===== config.mk =====
export PLATFORM = sky130hd
export DESIGN_NAME = sdfb_frame_builder
export DESIGN_NICKNAME = d
export VERILOG_FILES = /design/src/sdfb_pkg.sv /design/src/sdfb_mem_if.sv /design/src/sdfb_entry_mem.sv /design/src/sdfb_frame_builder.sv
export SDC_FILE = /design/constraint.sdc
export NUM_CORES = 2
export LEC_CHECK = 0
export ABC_CLOCK_PERIOD_IN_PS = 5700
export BUFFER_PORTS_ARGS = -buffer_cell sky130_fd_sc_hd__clkbuf_2
export CAP_MARGIN = 25
export CORE_UTILIZATION = 25
export DETAILED_ROUTE_END_ITERATION = 16
export GPL_TIMING_DRIVEN = 0
export MAX_ROUTING_LAYER = met4
export SYNTH_ARGS = -nofsm -noshare
export SYNTH_HDL_FRONTEND = slang
export SYNTH_SLANG_ARGS = --single-unit

===== constraint.sdc =====
create_clock -name CORE_CLK -period 5.7 [get_ports CORE_CLK]
set_input_delay 1.14 -clock CORE_CLK [delete_from_list [all_inputs] [get_ports CORE_CLK]]
set_output_delay 1.14 -clock CORE_CLK [all_outputs]
set_load 0.05 [all_outputs]

===== src/sdfb_pkg.sv =====
// sdfb_pkg: shared constants and types of the diagnostic frame builder
// assumes one core clock domain; no software registers
package sdfb_pkg;

    // frame layout, in bytes; MAX_ENTRIES is an entry count, ENTRY_W and BODY_W are widths in bits
    localparam int TOTAL_MAX_BYTES = 96;
    localparam int STN_HDR_BYTES = 6;
    localparam int IDENT_POS = 6;
    localparam int IDENT_BYTES = 3;
    localparam int MODSTAT_BYTES = 8;
    localparam int ENTRY_BYTES = 3;
    localparam int BODY_BYTES = IDENT_BYTES + MODSTAT_BYTES;
    localparam int FIXED_BYTES = STN_HDR_BYTES + BODY_BYTES;
    localparam int MAX_ENTRIES = (TOTAL_MAX_BYTES - FIXED_BYTES) / ENTRY_BYTES;
    localparam int ENTRY_W = 8 * ENTRY_BYTES;
    localparam int BODY_W = 8 * BODY_BYTES;

    // third station status byte
    localparam int OVF_BIT = 7;
    localparam logic [7:0] STAT3_RST = 8'h00;

    // standard error type codes
    // (RULE_11) short-circuit code
    localparam logic [4:0] ERR_SHORT = 5'h01;
    // (RULE_12) supply band codes
    localparam logic [4:0] ERR_UNDERVOLT = 5'h02;
    localparam logic [4:0] ERR_OVERVOLT = 5'h03;
    // (RULE_13) output stage codes
    localparam logic [4:0] ERR_OVERLOAD = 5'h04;
    localparam logic [4:0] ERR_OVERTEMP = 5'h05;
    // (RULE_14) wire break code
    localparam logic [4:0] ERR_WIRE_BREAK = 5'h06;
    // (RULE_15) range limit codes
    localparam logic [4:0] ERR_OVERRANGE = 5'h07;
    localparam logic [4:0] ERR_UNDERRANGE = 5'h08;
    // (RULE_16) general fault code
    localparam logic [4:0] ERR_GENERAL = 5'h09;

    // fault kinds reported by the module side
    typedef enum logic [3:0] {
        KIND_SHORT = 4'h0,
        KIND_UNDERVOLT = 4'h1,
        KIND_OVERVOLT = 4'h2,
        KIND_OVERLOAD = 4'h3,
        KIND_OVERTEMP = 4'h4,
        KIND_WIRE_BREAK = 4'h5,
        KIND_OVERRANGE = 4'h6,
        KIND_UNDERRANGE = 4'h7,
        KIND_GENERAL = 4'h8
    } sdfb_kind_t;

    // controller states, one-hot
    typedef enum logic [3:0] {
        ST_IDLE = 4'h1,
        ST_CLR = 4'h2,
        ST_HDR = 4'h4,
        ST_ENT = 4'h8
    } sdfb_state_t;

    // memory read sub-phases
    localparam logic [1:0] PH_WAIT = 2'h0;
    localparam logic [1:0] PH_EVAL = 2'h1;
    localparam logic [1:0] PH_EMIT = 2'h2;

    // kind to error type; unknown kinds fall back to the general code
    function automatic logic [4:0] sdfb_err_code(input logic [3:0] kind);
        logic [4:0] code;
        code = ERR_GENERAL;
        case (kind)
            KIND_SHORT: code = ERR_SHORT;
            KIND_UNDERVOLT: code = ERR_UNDERVOLT;
            KIND_OVERVOLT: code = ERR_OVERVOLT;
            KIND_OVERLOAD: code = ERR_OVERLOAD;
            KIND_OVERTEMP: code = ERR_OVERTEMP;
            KIND_WIRE_BREAK: code = ERR_WIRE_BREAK;
            KIND_OVERRANGE: code = ERR_OVERRANGE;
            KIND_UNDERRANGE: code = ERR_UNDERRANGE;
            default: code = ERR_GENERAL;
        endcase
        return code;
    endfunction : sdfb_err_code

endpackage : sdfb_pkg


===== src/sdfb_mem_if.sv =====
// sdfb_mem_if: port between the frame controller and its entry store
// assumes both ends on the same clock
`timescale 1ns/10ps
interface sdfb_mem_if #(
    parameter int W = 24,
    parameter int AW = 5
);
    logic we;
    logic [AW-1:0] waddr;
    logic [W-1:0] wdata;
    logic [AW-1:0] raddr;
    logic [W-1:0] rdata;

    modport ctrl (output we, output waddr, output wdata, output raddr, input rdata);
    modport store (input we, input waddr, input wdata, input raddr, output rdata);
endinterface : sdfb_mem_if


===== src/sdfb_entry_mem.sv =====
// sdfb_entry_mem: pending channel entries, registered read
// assumes write and read addresses are valid each cycle
`timescale 1ns/10ps
module sdfb_entry_mem #(
    parameter int W = 24,
    parameter int DEPTH = 32
) (
    input wire logic clk,
    input wire logic rst_n,
    sdfb_mem_if.store m
);
    typedef struct packed {
        logic [DEPTH-1:0][W-1:0] words;
        logic [W-1:0] rdata;
    } sdfb_mem_st_t;

    sdfb_mem_st_t mem_r;
    sdfb_mem_st_t mem_nxt;

    always_comb begin
        mem_nxt = mem_r;
        if (m.we) begin
            mem_nxt.words[m.waddr] = m.wdata;
        end
        mem_nxt.rdata = mem_r.words[m.raddr];
    end

    always_ff @(posedge clk or negedge rst_n) begin
        if (!rst_n) begin
            mem_r <= '0;
        end else begin
            mem_r <= mem_nxt;
        end
    end

    assign m.rdata = mem_r.rdata;
endmodule : sdfb_entry_mem


===== src/sdfb_frame_builder.sv =====
// sdfb_frame_builder: builds slave diagnostics from the identifier block onward
// assumes all inputs come from logic on CORE_CLK
`timescale 1ns/10ps

// How it works
// (RULE_01) module status: 8 bytes after identifier block
// (RULE_02) channel entries follow module status directly
// (RULE_03) module status independent of channel entries
// (RULE_04) whole frame never exceeds 96 bytes
// (RULE_05) one entry per pending diagnostic, capped
// (RULE_06) all-channel fault reported once on channel 0
// (RULE_07) overflow sets station status 3 bit 7
// (RULE_08) held-back entries kept, promoted as others clear
// (RULE_09) overflow bit clears once everything fits
// (RULE_10) master enables diagnostic interrupt per module; this builder has no interrupt enable
// (RULE_11) short-circuit uses error type 00001
// (RULE_12) undervoltage 00010, overvoltage 00011
// (RULE_13) overload 00100, overtemperature 00101
// (RULE_14) any wire break uses 00110
// (RULE_15) overrange 00111, underrange 01000
// (RULE_16) general fault uses 01001
// (RULE_17) 5-bit type, never 0 or 10-15
// (RULE_18) promotion follows order of arrival
// (RULE_19) station status 3 bits 0-6 zero
// (RULE_20) identifier block at byte 6, 3 bytes
module sdfb_frame_builder #(
    parameter int DEPTH = 32
) (
    input wire logic CORE_CLK,
    input wire logic RST_N,
    input wire logic DIAG_VALID,
    output logic DIAG_READY,
    input wire logic DIAG_CLEAR,
    input wire logic [7:0] DIAG_SLOT,
    input wire logic [7:0] DIAG_CHAN,
    input wire logic DIAG_ALL_CH,
    input wire logic [3:0] DIAG_KIND,
    input wire logic [23:0] IDENT_DIAG,
    input wire logic [63:0] MOD_STATUS,
    input wire logic FRAME_REQ,
    output logic FRAME_READY,
    output logic [7:0] FRAME_DATA,
    output logic FRAME_VALID,
    output logic FRAME_LAST,
    output logic [7:0] FRAME_LEN,
    output logic [7:0] STATION_STAT3,
    output logic [7:0] PEND_COUNT
);
    localparam int PW = $clog2(DEPTH);

    if (DEPTH < 2 || DEPTH > 128 || (1 << PW) != DEPTH || DEPTH <= sdfb_pkg::MAX_ENTRIES) begin : g_bad_depth
        $error("DEPTH must be a power of two above the entry cap and at most 128");
    end

    localparam logic [PW:0] ONE = (PW+1)'(1);
    localparam logic [PW:0] MAX_C = (PW+1)'(sdfb_pkg::MAX_ENTRIES);
    localparam logic [PW:0] DEPTH_C = (PW+1)'(DEPTH);
    localparam logic [3:0] BODY_LAST = 4'(sdfb_pkg::BODY_BYTES - 1);
    localparam logic [1:0] ENT_LAST = 2'(sdfb_pkg::ENTRY_BYTES - 1);

    typedef struct packed {
        sdfb_pkg::sdfb_state_t st;
        logic [1:0] ph;
        logic [PW:0] head;
        logic [PW:0] tail;
        logic [PW-1:0] ptr;
        logic [PW:0] scanned;
        logic [PW:0] pend;
        logic [PW:0] nfrm;
        logic [PW:0] emitted;
        logic [DEPTH-1:0] vld;
        logic [1:0] bcnt;
        logic [3:0] bidx;
        logic [sdfb_pkg::BODY_W-1:0] body;
        logic [sdfb_pkg::ENTRY_W-1:0] key;
        logic [sdfb_pkg::ENTRY_W-1:0] ent;
        logic [7:0] dout;
        logic dval;
        logic dlast;
        logic [7:0] len;
        logic [7:0] stat3;
    } sdfb_st_t;

    sdfb_st_t r;
    sdfb_st_t n;

    sdfb_mem_if #(.W(sdfb_pkg::ENTRY_W), .AW(PW)) mif ();

    sdfb_entry_mem #(.W(sdfb_pkg::ENTRY_W), .DEPTH(DEPTH)) u_mem (
        .clk(CORE_CLK),
        .rst_n(RST_N),
        .m(mif.store)
    );

    logic full;
    logic take;
    logic [sdfb_pkg::ENTRY_W-1:0] word;
    logic [7:0] chan;

    // (RULE_06) all-channel fault folded to channel 0
    assign chan = DIAG_ALL_CH ? 8'h00 : DIAG_CHAN;
    // (RULE_17) five-bit type, reserved codes unreachable
    assign word = {DIAG_SLOT, chan, 3'h0, sdfb_pkg::sdfb_err_code(DIAG_KIND)};

    assign full = (r.tail - r.head) == DEPTH_C;
    assign FRAME_READY = (r.st == sdfb_pkg::ST_IDLE);
    assign DIAG_READY = (r.st == sdfb_pkg::ST_IDLE) && !FRAME_REQ && (DIAG_CLEAR || !full);
    assign take = DIAG_VALID && DIAG_READY;
    assign mif.raddr = r.ptr;

    always_comb begin
        n = r;
        n.dval = 1'b0;
        n.dlast = 1'b0;
        mif.we = 1'b0;
        mif.waddr = r.tail[PW-1:0];
        mif.wdata = word;
        // (RULE_07) overflow flag while entries held back
        // (RULE_09) drops once all pending fit
        // (RULE_19) remaining bits stay zero
        n.stat3 = sdfb_pkg::STAT3_RST;
        n.stat3[sdfb_pkg::OVF_BIT] = (r.pend > MAX_C);
        case (r.st)
            sdfb_pkg::ST_IDLE: begin
                if (FRAME_REQ) begin
                    // (RULE_03) module status taken as given
                    // (RULE_20) identifier block leads the body
                    n.body = {IDENT_DIAG, MOD_STATUS};
                    // (RULE_04) entry count capped by total length
                    // (RULE_05) one entry per pending diagnostic
                    n.nfrm = (r.pend > MAX_C) ? MAX_C : r.pend;
                    n.len = 8'(sdfb_pkg::FIXED_BYTES) + 8'(sdfb_pkg::ENTRY_BYTES) * 8'(n.nfrm);
                    n.bidx = 4'h0;
                    n.st = sdfb_pkg::ST_HDR;
                end else if (take && DIAG_CLEAR) begin
                    n.key = word;
                    n.ptr = r.head[PW-1:0];
                    n.scanned = '0;
                    n.ph = sdfb_pkg::PH_WAIT;
                    n.st = sdfb_pkg::ST_CLR;
                end else if (take) begin
                    // (RULE_08) every raised entry kept in store
                    mif.we = 1'b1;
                    n.vld[r.tail[PW-1:0]] = 1'b1;
                    n.tail = r.tail + ONE;
                    n.pend = r.pend + ONE;
                end
                if (n.st == sdfb_pkg::ST_IDLE && r.head != r.tail && !r.vld[r.head[PW-1:0]]) begin
                    n.head = r.head + ONE;
                end
            end
            sdfb_pkg::ST_CLR: begin
                if (r.ph == sdfb_pkg::PH_WAIT) begin
                    n.ph = sdfb_pkg::PH_EVAL;
                end else if (r.vld[r.ptr] && mif.rdata == r.key) begin
                    // (RULE_08) freed slot lets next entry move up
                    n.vld[r.ptr] = 1'b0;
                    n.pend = r.pend - ONE;
                    n.st = sdfb_pkg::ST_IDLE;
                end else if (r.scanned == DEPTH_C - ONE) begin
                    n.st = sdfb_pkg::ST_IDLE;
                end else begin
                    n.ptr = r.ptr + 1'b1;
                    n.scanned = r.scanned + ONE;
                    n.ph = sdfb_pkg::PH_WAIT;
                end
            end
            sdfb_pkg::ST_HDR: begin
                // (RULE_01) 3 identifier then 8 status bytes
                n.dout = r.body[sdfb_pkg::BODY_W-1 -: 8];
                n.body = r.body << 8;
                n.dval = 1'b1;
                n.bidx = r.bidx + 4'h1;
                if (r.bidx == BODY_LAST) begin
                    if (r.nfrm == '0) begin
                        n.dlast = 1'b1;
                        n.st = sdfb_pkg::ST_IDLE;
                    end else begin
                        // (RULE_02) entries right after module status
                        n.ptr = r.head[PW-1:0];
                        n.emitted = '0;
                        n.ph = sdfb_pkg::PH_WAIT;
                        n.st = sdfb_pkg::ST_ENT;
                    end
                end
            end
            sdfb_pkg::ST_ENT: begin
                case (r.ph)
                    sdfb_pkg::PH_WAIT: begin
                        n.ph = sdfb_pkg::PH_EVAL;
                    end
                    sdfb_pkg::PH_EVAL: begin
                        // (RULE_18) oldest pending entries first
                        if (r.vld[r.ptr]) begin
                            n.ent = mif.rdata;
                            n.bcnt = 2'h0;
                            n.ph = sdfb_pkg::PH_EMIT;
                        end else begin
                            n.ptr = r.ptr + 1'b1;
                            n.ph = sdfb_pkg::PH_WAIT;
                        end
                    end
                    default: begin
                        n.dout = r.ent[sdfb_pkg::ENTRY_W-1 -: 8];
                        n.ent = r.ent << 8;
                        n.dval = 1'b1;
                        n.bcnt = r.bcnt + 2'h1;
                        if (r.bcnt == ENT_LAST) begin
                            n.emitted = r.emitted + ONE;
                            n.ptr = r.ptr + 1'b1;
                            n.ph = sdfb_pkg::PH_WAIT;
                            // (RULE_04) stop at the capped count
                            if (r.emitted + ONE == r.nfrm) begin
                                n.dlast = 1'b1;
                                n.st = sdfb_pkg::ST_IDLE;
                            end
                        end
                    end
                endcase
            end
            default: begin
                n.st = sdfb_pkg::ST_IDLE;
            end
        endcase
    end

    always_ff @(posedge CORE_CLK or negedge RST_N) begin
        if (!RST_N) begin
            r <= '0;
            r.st <= sdfb_pkg::ST_IDLE;
        end else begin
            r <= n;
        end
    end

    assign FRAME_DATA = r.dout;
    assign FRAME_VALID = r.dval;
    assign FRAME_LAST = r.dlast;
    assign FRAME_LEN = r.len;
    assign STATION_STAT3 = r.stat3;
    assign PEND_COUNT = 8'(r.pend);
endmodule : sdfb_frame_builder


==> key figures <==
Finish
  – Share of post-route cells with drive strength above 1: 26.4%
  – Finished Core Util: 29.8%
  – Synth-to-Final Area Change: 17.8%
  – Post-Layout Cell Count: 5957
  – Nets: 3852

Routing
  – DRT iter0 DRCs: 3010
  – Initial DRT Pass Iterations: 6
  – Routed via count: 29600
  – WL/cell: 22.9 µm
  – Via/cell ratio: 4.97
  – DRC: 0
  – Antenna viol nets, final: 0
  – DRT Wirelength: 136000 µm

Clock tree
  – Postcts setup bufs: 0
  – Max clock buf depth: 3
  – Latest clock arrival within the worst-skew pair: 0.71 ns
  – # clock sinks: 892
  – Clock root cell: clkbuf_16
  – Post-cts resize count: 0
  – CTS Buf Count: 97
  – H-tree depth: 3
  – Hold buffers post-CTS: 0
  – Clock transition at the registers of the reported paths: 0.06 ns
  – CTS tree: done

Floorplanning
  – DIE HEIGHT: 408 µm
  – Rows: 148
  – Core area: 163000 µm²
  – Boundary pin count: 150
  – Die Area: 167000 µm²
  – Initial Util: 25.3%
  – Die Width: 408 µm

Timing
  – F_max: 0.188 GHz
  – Worst slew pin tran: 1.17 ns
  – Setup TNS: 0 ns
  – Worst Skew: 0.0631 ns
  – Worst hold margin: 0.465 ns
  – Final Slew Violations: 0
  – Slew margin rel.: 22.2%
  – Final Hold Viols: 0
  – Unrepaired setup endpoints after global routing: no
  – Final Setup Violations: 0
  – Final Critical Period: 5.33 ns
  – Fin crit share: 93.5%

Worst setup path
  – Max FO, Critical Path: 10
  – Crit. Startpoint: r[236]
  – Arr. time, crit path: 4.19 ns
  – Reg-to-Reg Start: mif.raddr[0]
  – Critical Path Start Type: flop
  – WP data required: 4.56 ns
  – CP Capture Type: output pin
  – WS Path Type: flop to output pin

Logic synthesis
  – Gate Count Post-Synth: 3420
  – FF+latch count, synth: 892
  – Adder-cell share of the synthesized area: 1.13%
  – Syn Area/Cell: 12.1 µm²
  – Area share of the largest cell type after synthesis: 54.0%
  – Dominant synthesized flop cell: dfrtp_1
  – Synth Area in Simple Gates: 9.49%
  – Synth Area in Compound Gates: 8.97%
  – Area leader, netlist: dfrtp_1
  – Mux share of post-synthesis cell area: 21.4%
  – Largest family of logic cells by synthesized area: multiplexers
  – Synth cell types: 72
  – Synth async-reset ratio: 100%
  – Area contributors post-synth: dfrtp_1, mux4_2, mux2_2, o21ai_0, nand2_1
  – Number of flops mapped to enable cells by yosys: 0
  – Count leader, synth: dfrtp_1
  – Post-synthesis xor/xnor area fraction: 1.02%
  – Syn Std Cell Area: 41300 µm²
  – Post-synth top cells: dfrtp_1, nand2_1, o21ai_0, mux2_2, nor2_1
  – Sequential cell area fraction in the yosys report: 54.1%
  – Yosys warnings: 0

Global routing
  – Largest net degree at the start of global routing: 109
  – Global Route Usage Sum: 16.6%
  – First-pass GRT wire length: 203000 µm
  – Grt ovf: 0
  – Initial antenna violation count: 11
  – Vias in the first global route: 29900

Place
  – PortBufs: 140
  – HPWL after detailed placement: 99900 µm
  – Placer Congestion: 0.977
  – Cell Count Post-Placement: 5776

Pwr
  – Logic pwr share: 25.3%
  – Flop pwr share: 41.4%
  – P_sw: 6.49 mW
  – Leakage: 21.5 nW
  – P per Cell Area: 397 nW/µm²
  – Internal power: 12.8 mW
  – Sw Ratio: 33.6%
  – Clk network pwr share: 33.3%
  – Max VDD drop: 0.312 mV

Run
  – Max-capacitance violation count: 0

Status
  – Outcome: complete, no violations

Hold path
  – Hold Path Origin: r[29]
  – Worst min path class: flop to flop
[layer usage]
metal	wire length [µm]	track usage [%]	vias up
met2	63100	25.6	1241
met5	0	-	-
met1	57700	21.6	15400
met3	11000	3.74	230
li1	-	-	12800
met4	4490	5.23	0
[per-stage QoR]
stage / setup slack [ns] / power [mW] / instance area [µm²]
after floorplan: 1.85 / 11.0 / 41300
after global placement: -18.12 / 12.7 / 44700
after detailed placement: 0.778 / 12.9 / 45300
after CTS: 0.0726 / 19.4 / 48600
after global routing: 0.231 / 20.1 / 48600
final: 0.370 / 19.3 / 48600
[cell usage in the layout (no fill, tap or decap), drive strengths merged, types with 4 or more instances in the layout]
cell,Yosys,final
a21o,5,5
nand2b,29,29
buf,122,155
nor2,208,208
mux4,172,172
a221oi,4,4
inv,29,35
xnor2,17,17
nand3,69,69
o21ai,362,362
diode,0,4
conb,1,11
clkinvlp,0,8
xor2,31,31
o31a,4,4
a21oi,20,20
and3,17,17
nor2b,13,13
ha,34,34
bufinv,0,6
nor4,8,8
a31oi,5,5
o22ai,83,83
nand4,16,16
o2111ai,16,16
clkbuf,181,463
and2,32,32
mux2,381,381
o311ai,23,23
o21a,4,4
mux2i,39,39
a22oi,62,62
o31ai,7,7
dfrtp,891,891
a22o,6,6
clkinv,1,14
nand2,468,468
nor3,18,18
[power groups by stage]
stage	Combinational (mW)	Clock (mW)	Sequential, mW
after floorplan	3.15	0	7.87
after global placement	4.63	0	8.07
after detailed placement	4.84	0	8.08
after CTS	4.87	6.54	7.98
after global routing	5.27	6.77	8.10
final	4.89	6.44	7.99
[logic make-up after synthesis]
family | count (synthesis)
xor gates and xnor gates | 48
buffers and inverters | 333
AOI/OAI and AO/OA | 622
DFF | 892
other | 1
muxes | 592
and+or+nand+nor | 896
adders and majority gates | 36
[final cells by class]
cell class	instances	area [µm²]
diodes	4	10.0
plain buffers	303	1480
clock buffers	142	2830
clock inverters	33	420
fillers	16700	115000
inverters	30	113
multi-input cells	2205	17400
flip-flops and latches	892	22300
well taps	2175	2720
repair buffers	173	1330
[worst max-delay path, stage by stage, from the launching register on]
cell and delay [ns]:
dfrtp_1 0.38, clkbuf_2 0.33, inv_1 0.13, ha_1 0.32
nor2b_1 0.15, o31a_1 0.25, o21ai_0 0.21, and3_1 0.19
clkbuf_1 0.41, clkbuf_1 0.38, o31a_1 0.41, clkbuf_2 0.35
[path summary, 6_finish.rpt]
path | end | slack (ns) | cells past startpoint
worst max-delay path | DIAG_READY | 0.37 | 11
worst min register to register | r[29] | 0.46 | 2
max in group asynchronous | u_mem.mem_r[541] | 3.53 | 4
worst max register to register | u_mem.m.rdata[14] | 1.23 | 7
worst min-delay path | r[29] | 0.46 | 2
min in group asynchronous | STATION_STAT3[7] | 0.47 | 1
[registers in the layout, indices dropped and copies added (netlist names), 5 cells and up]
name / count
PEND_COUNT: 6
mif.waddr: 5
u_mem.mem_r: 640
mif.raddr: 5
FRAME_LEN: 8
FRAME_DATA: 8
r: 197
u_mem.m.rdata: 20
Power figures use the tool's default switching activity.
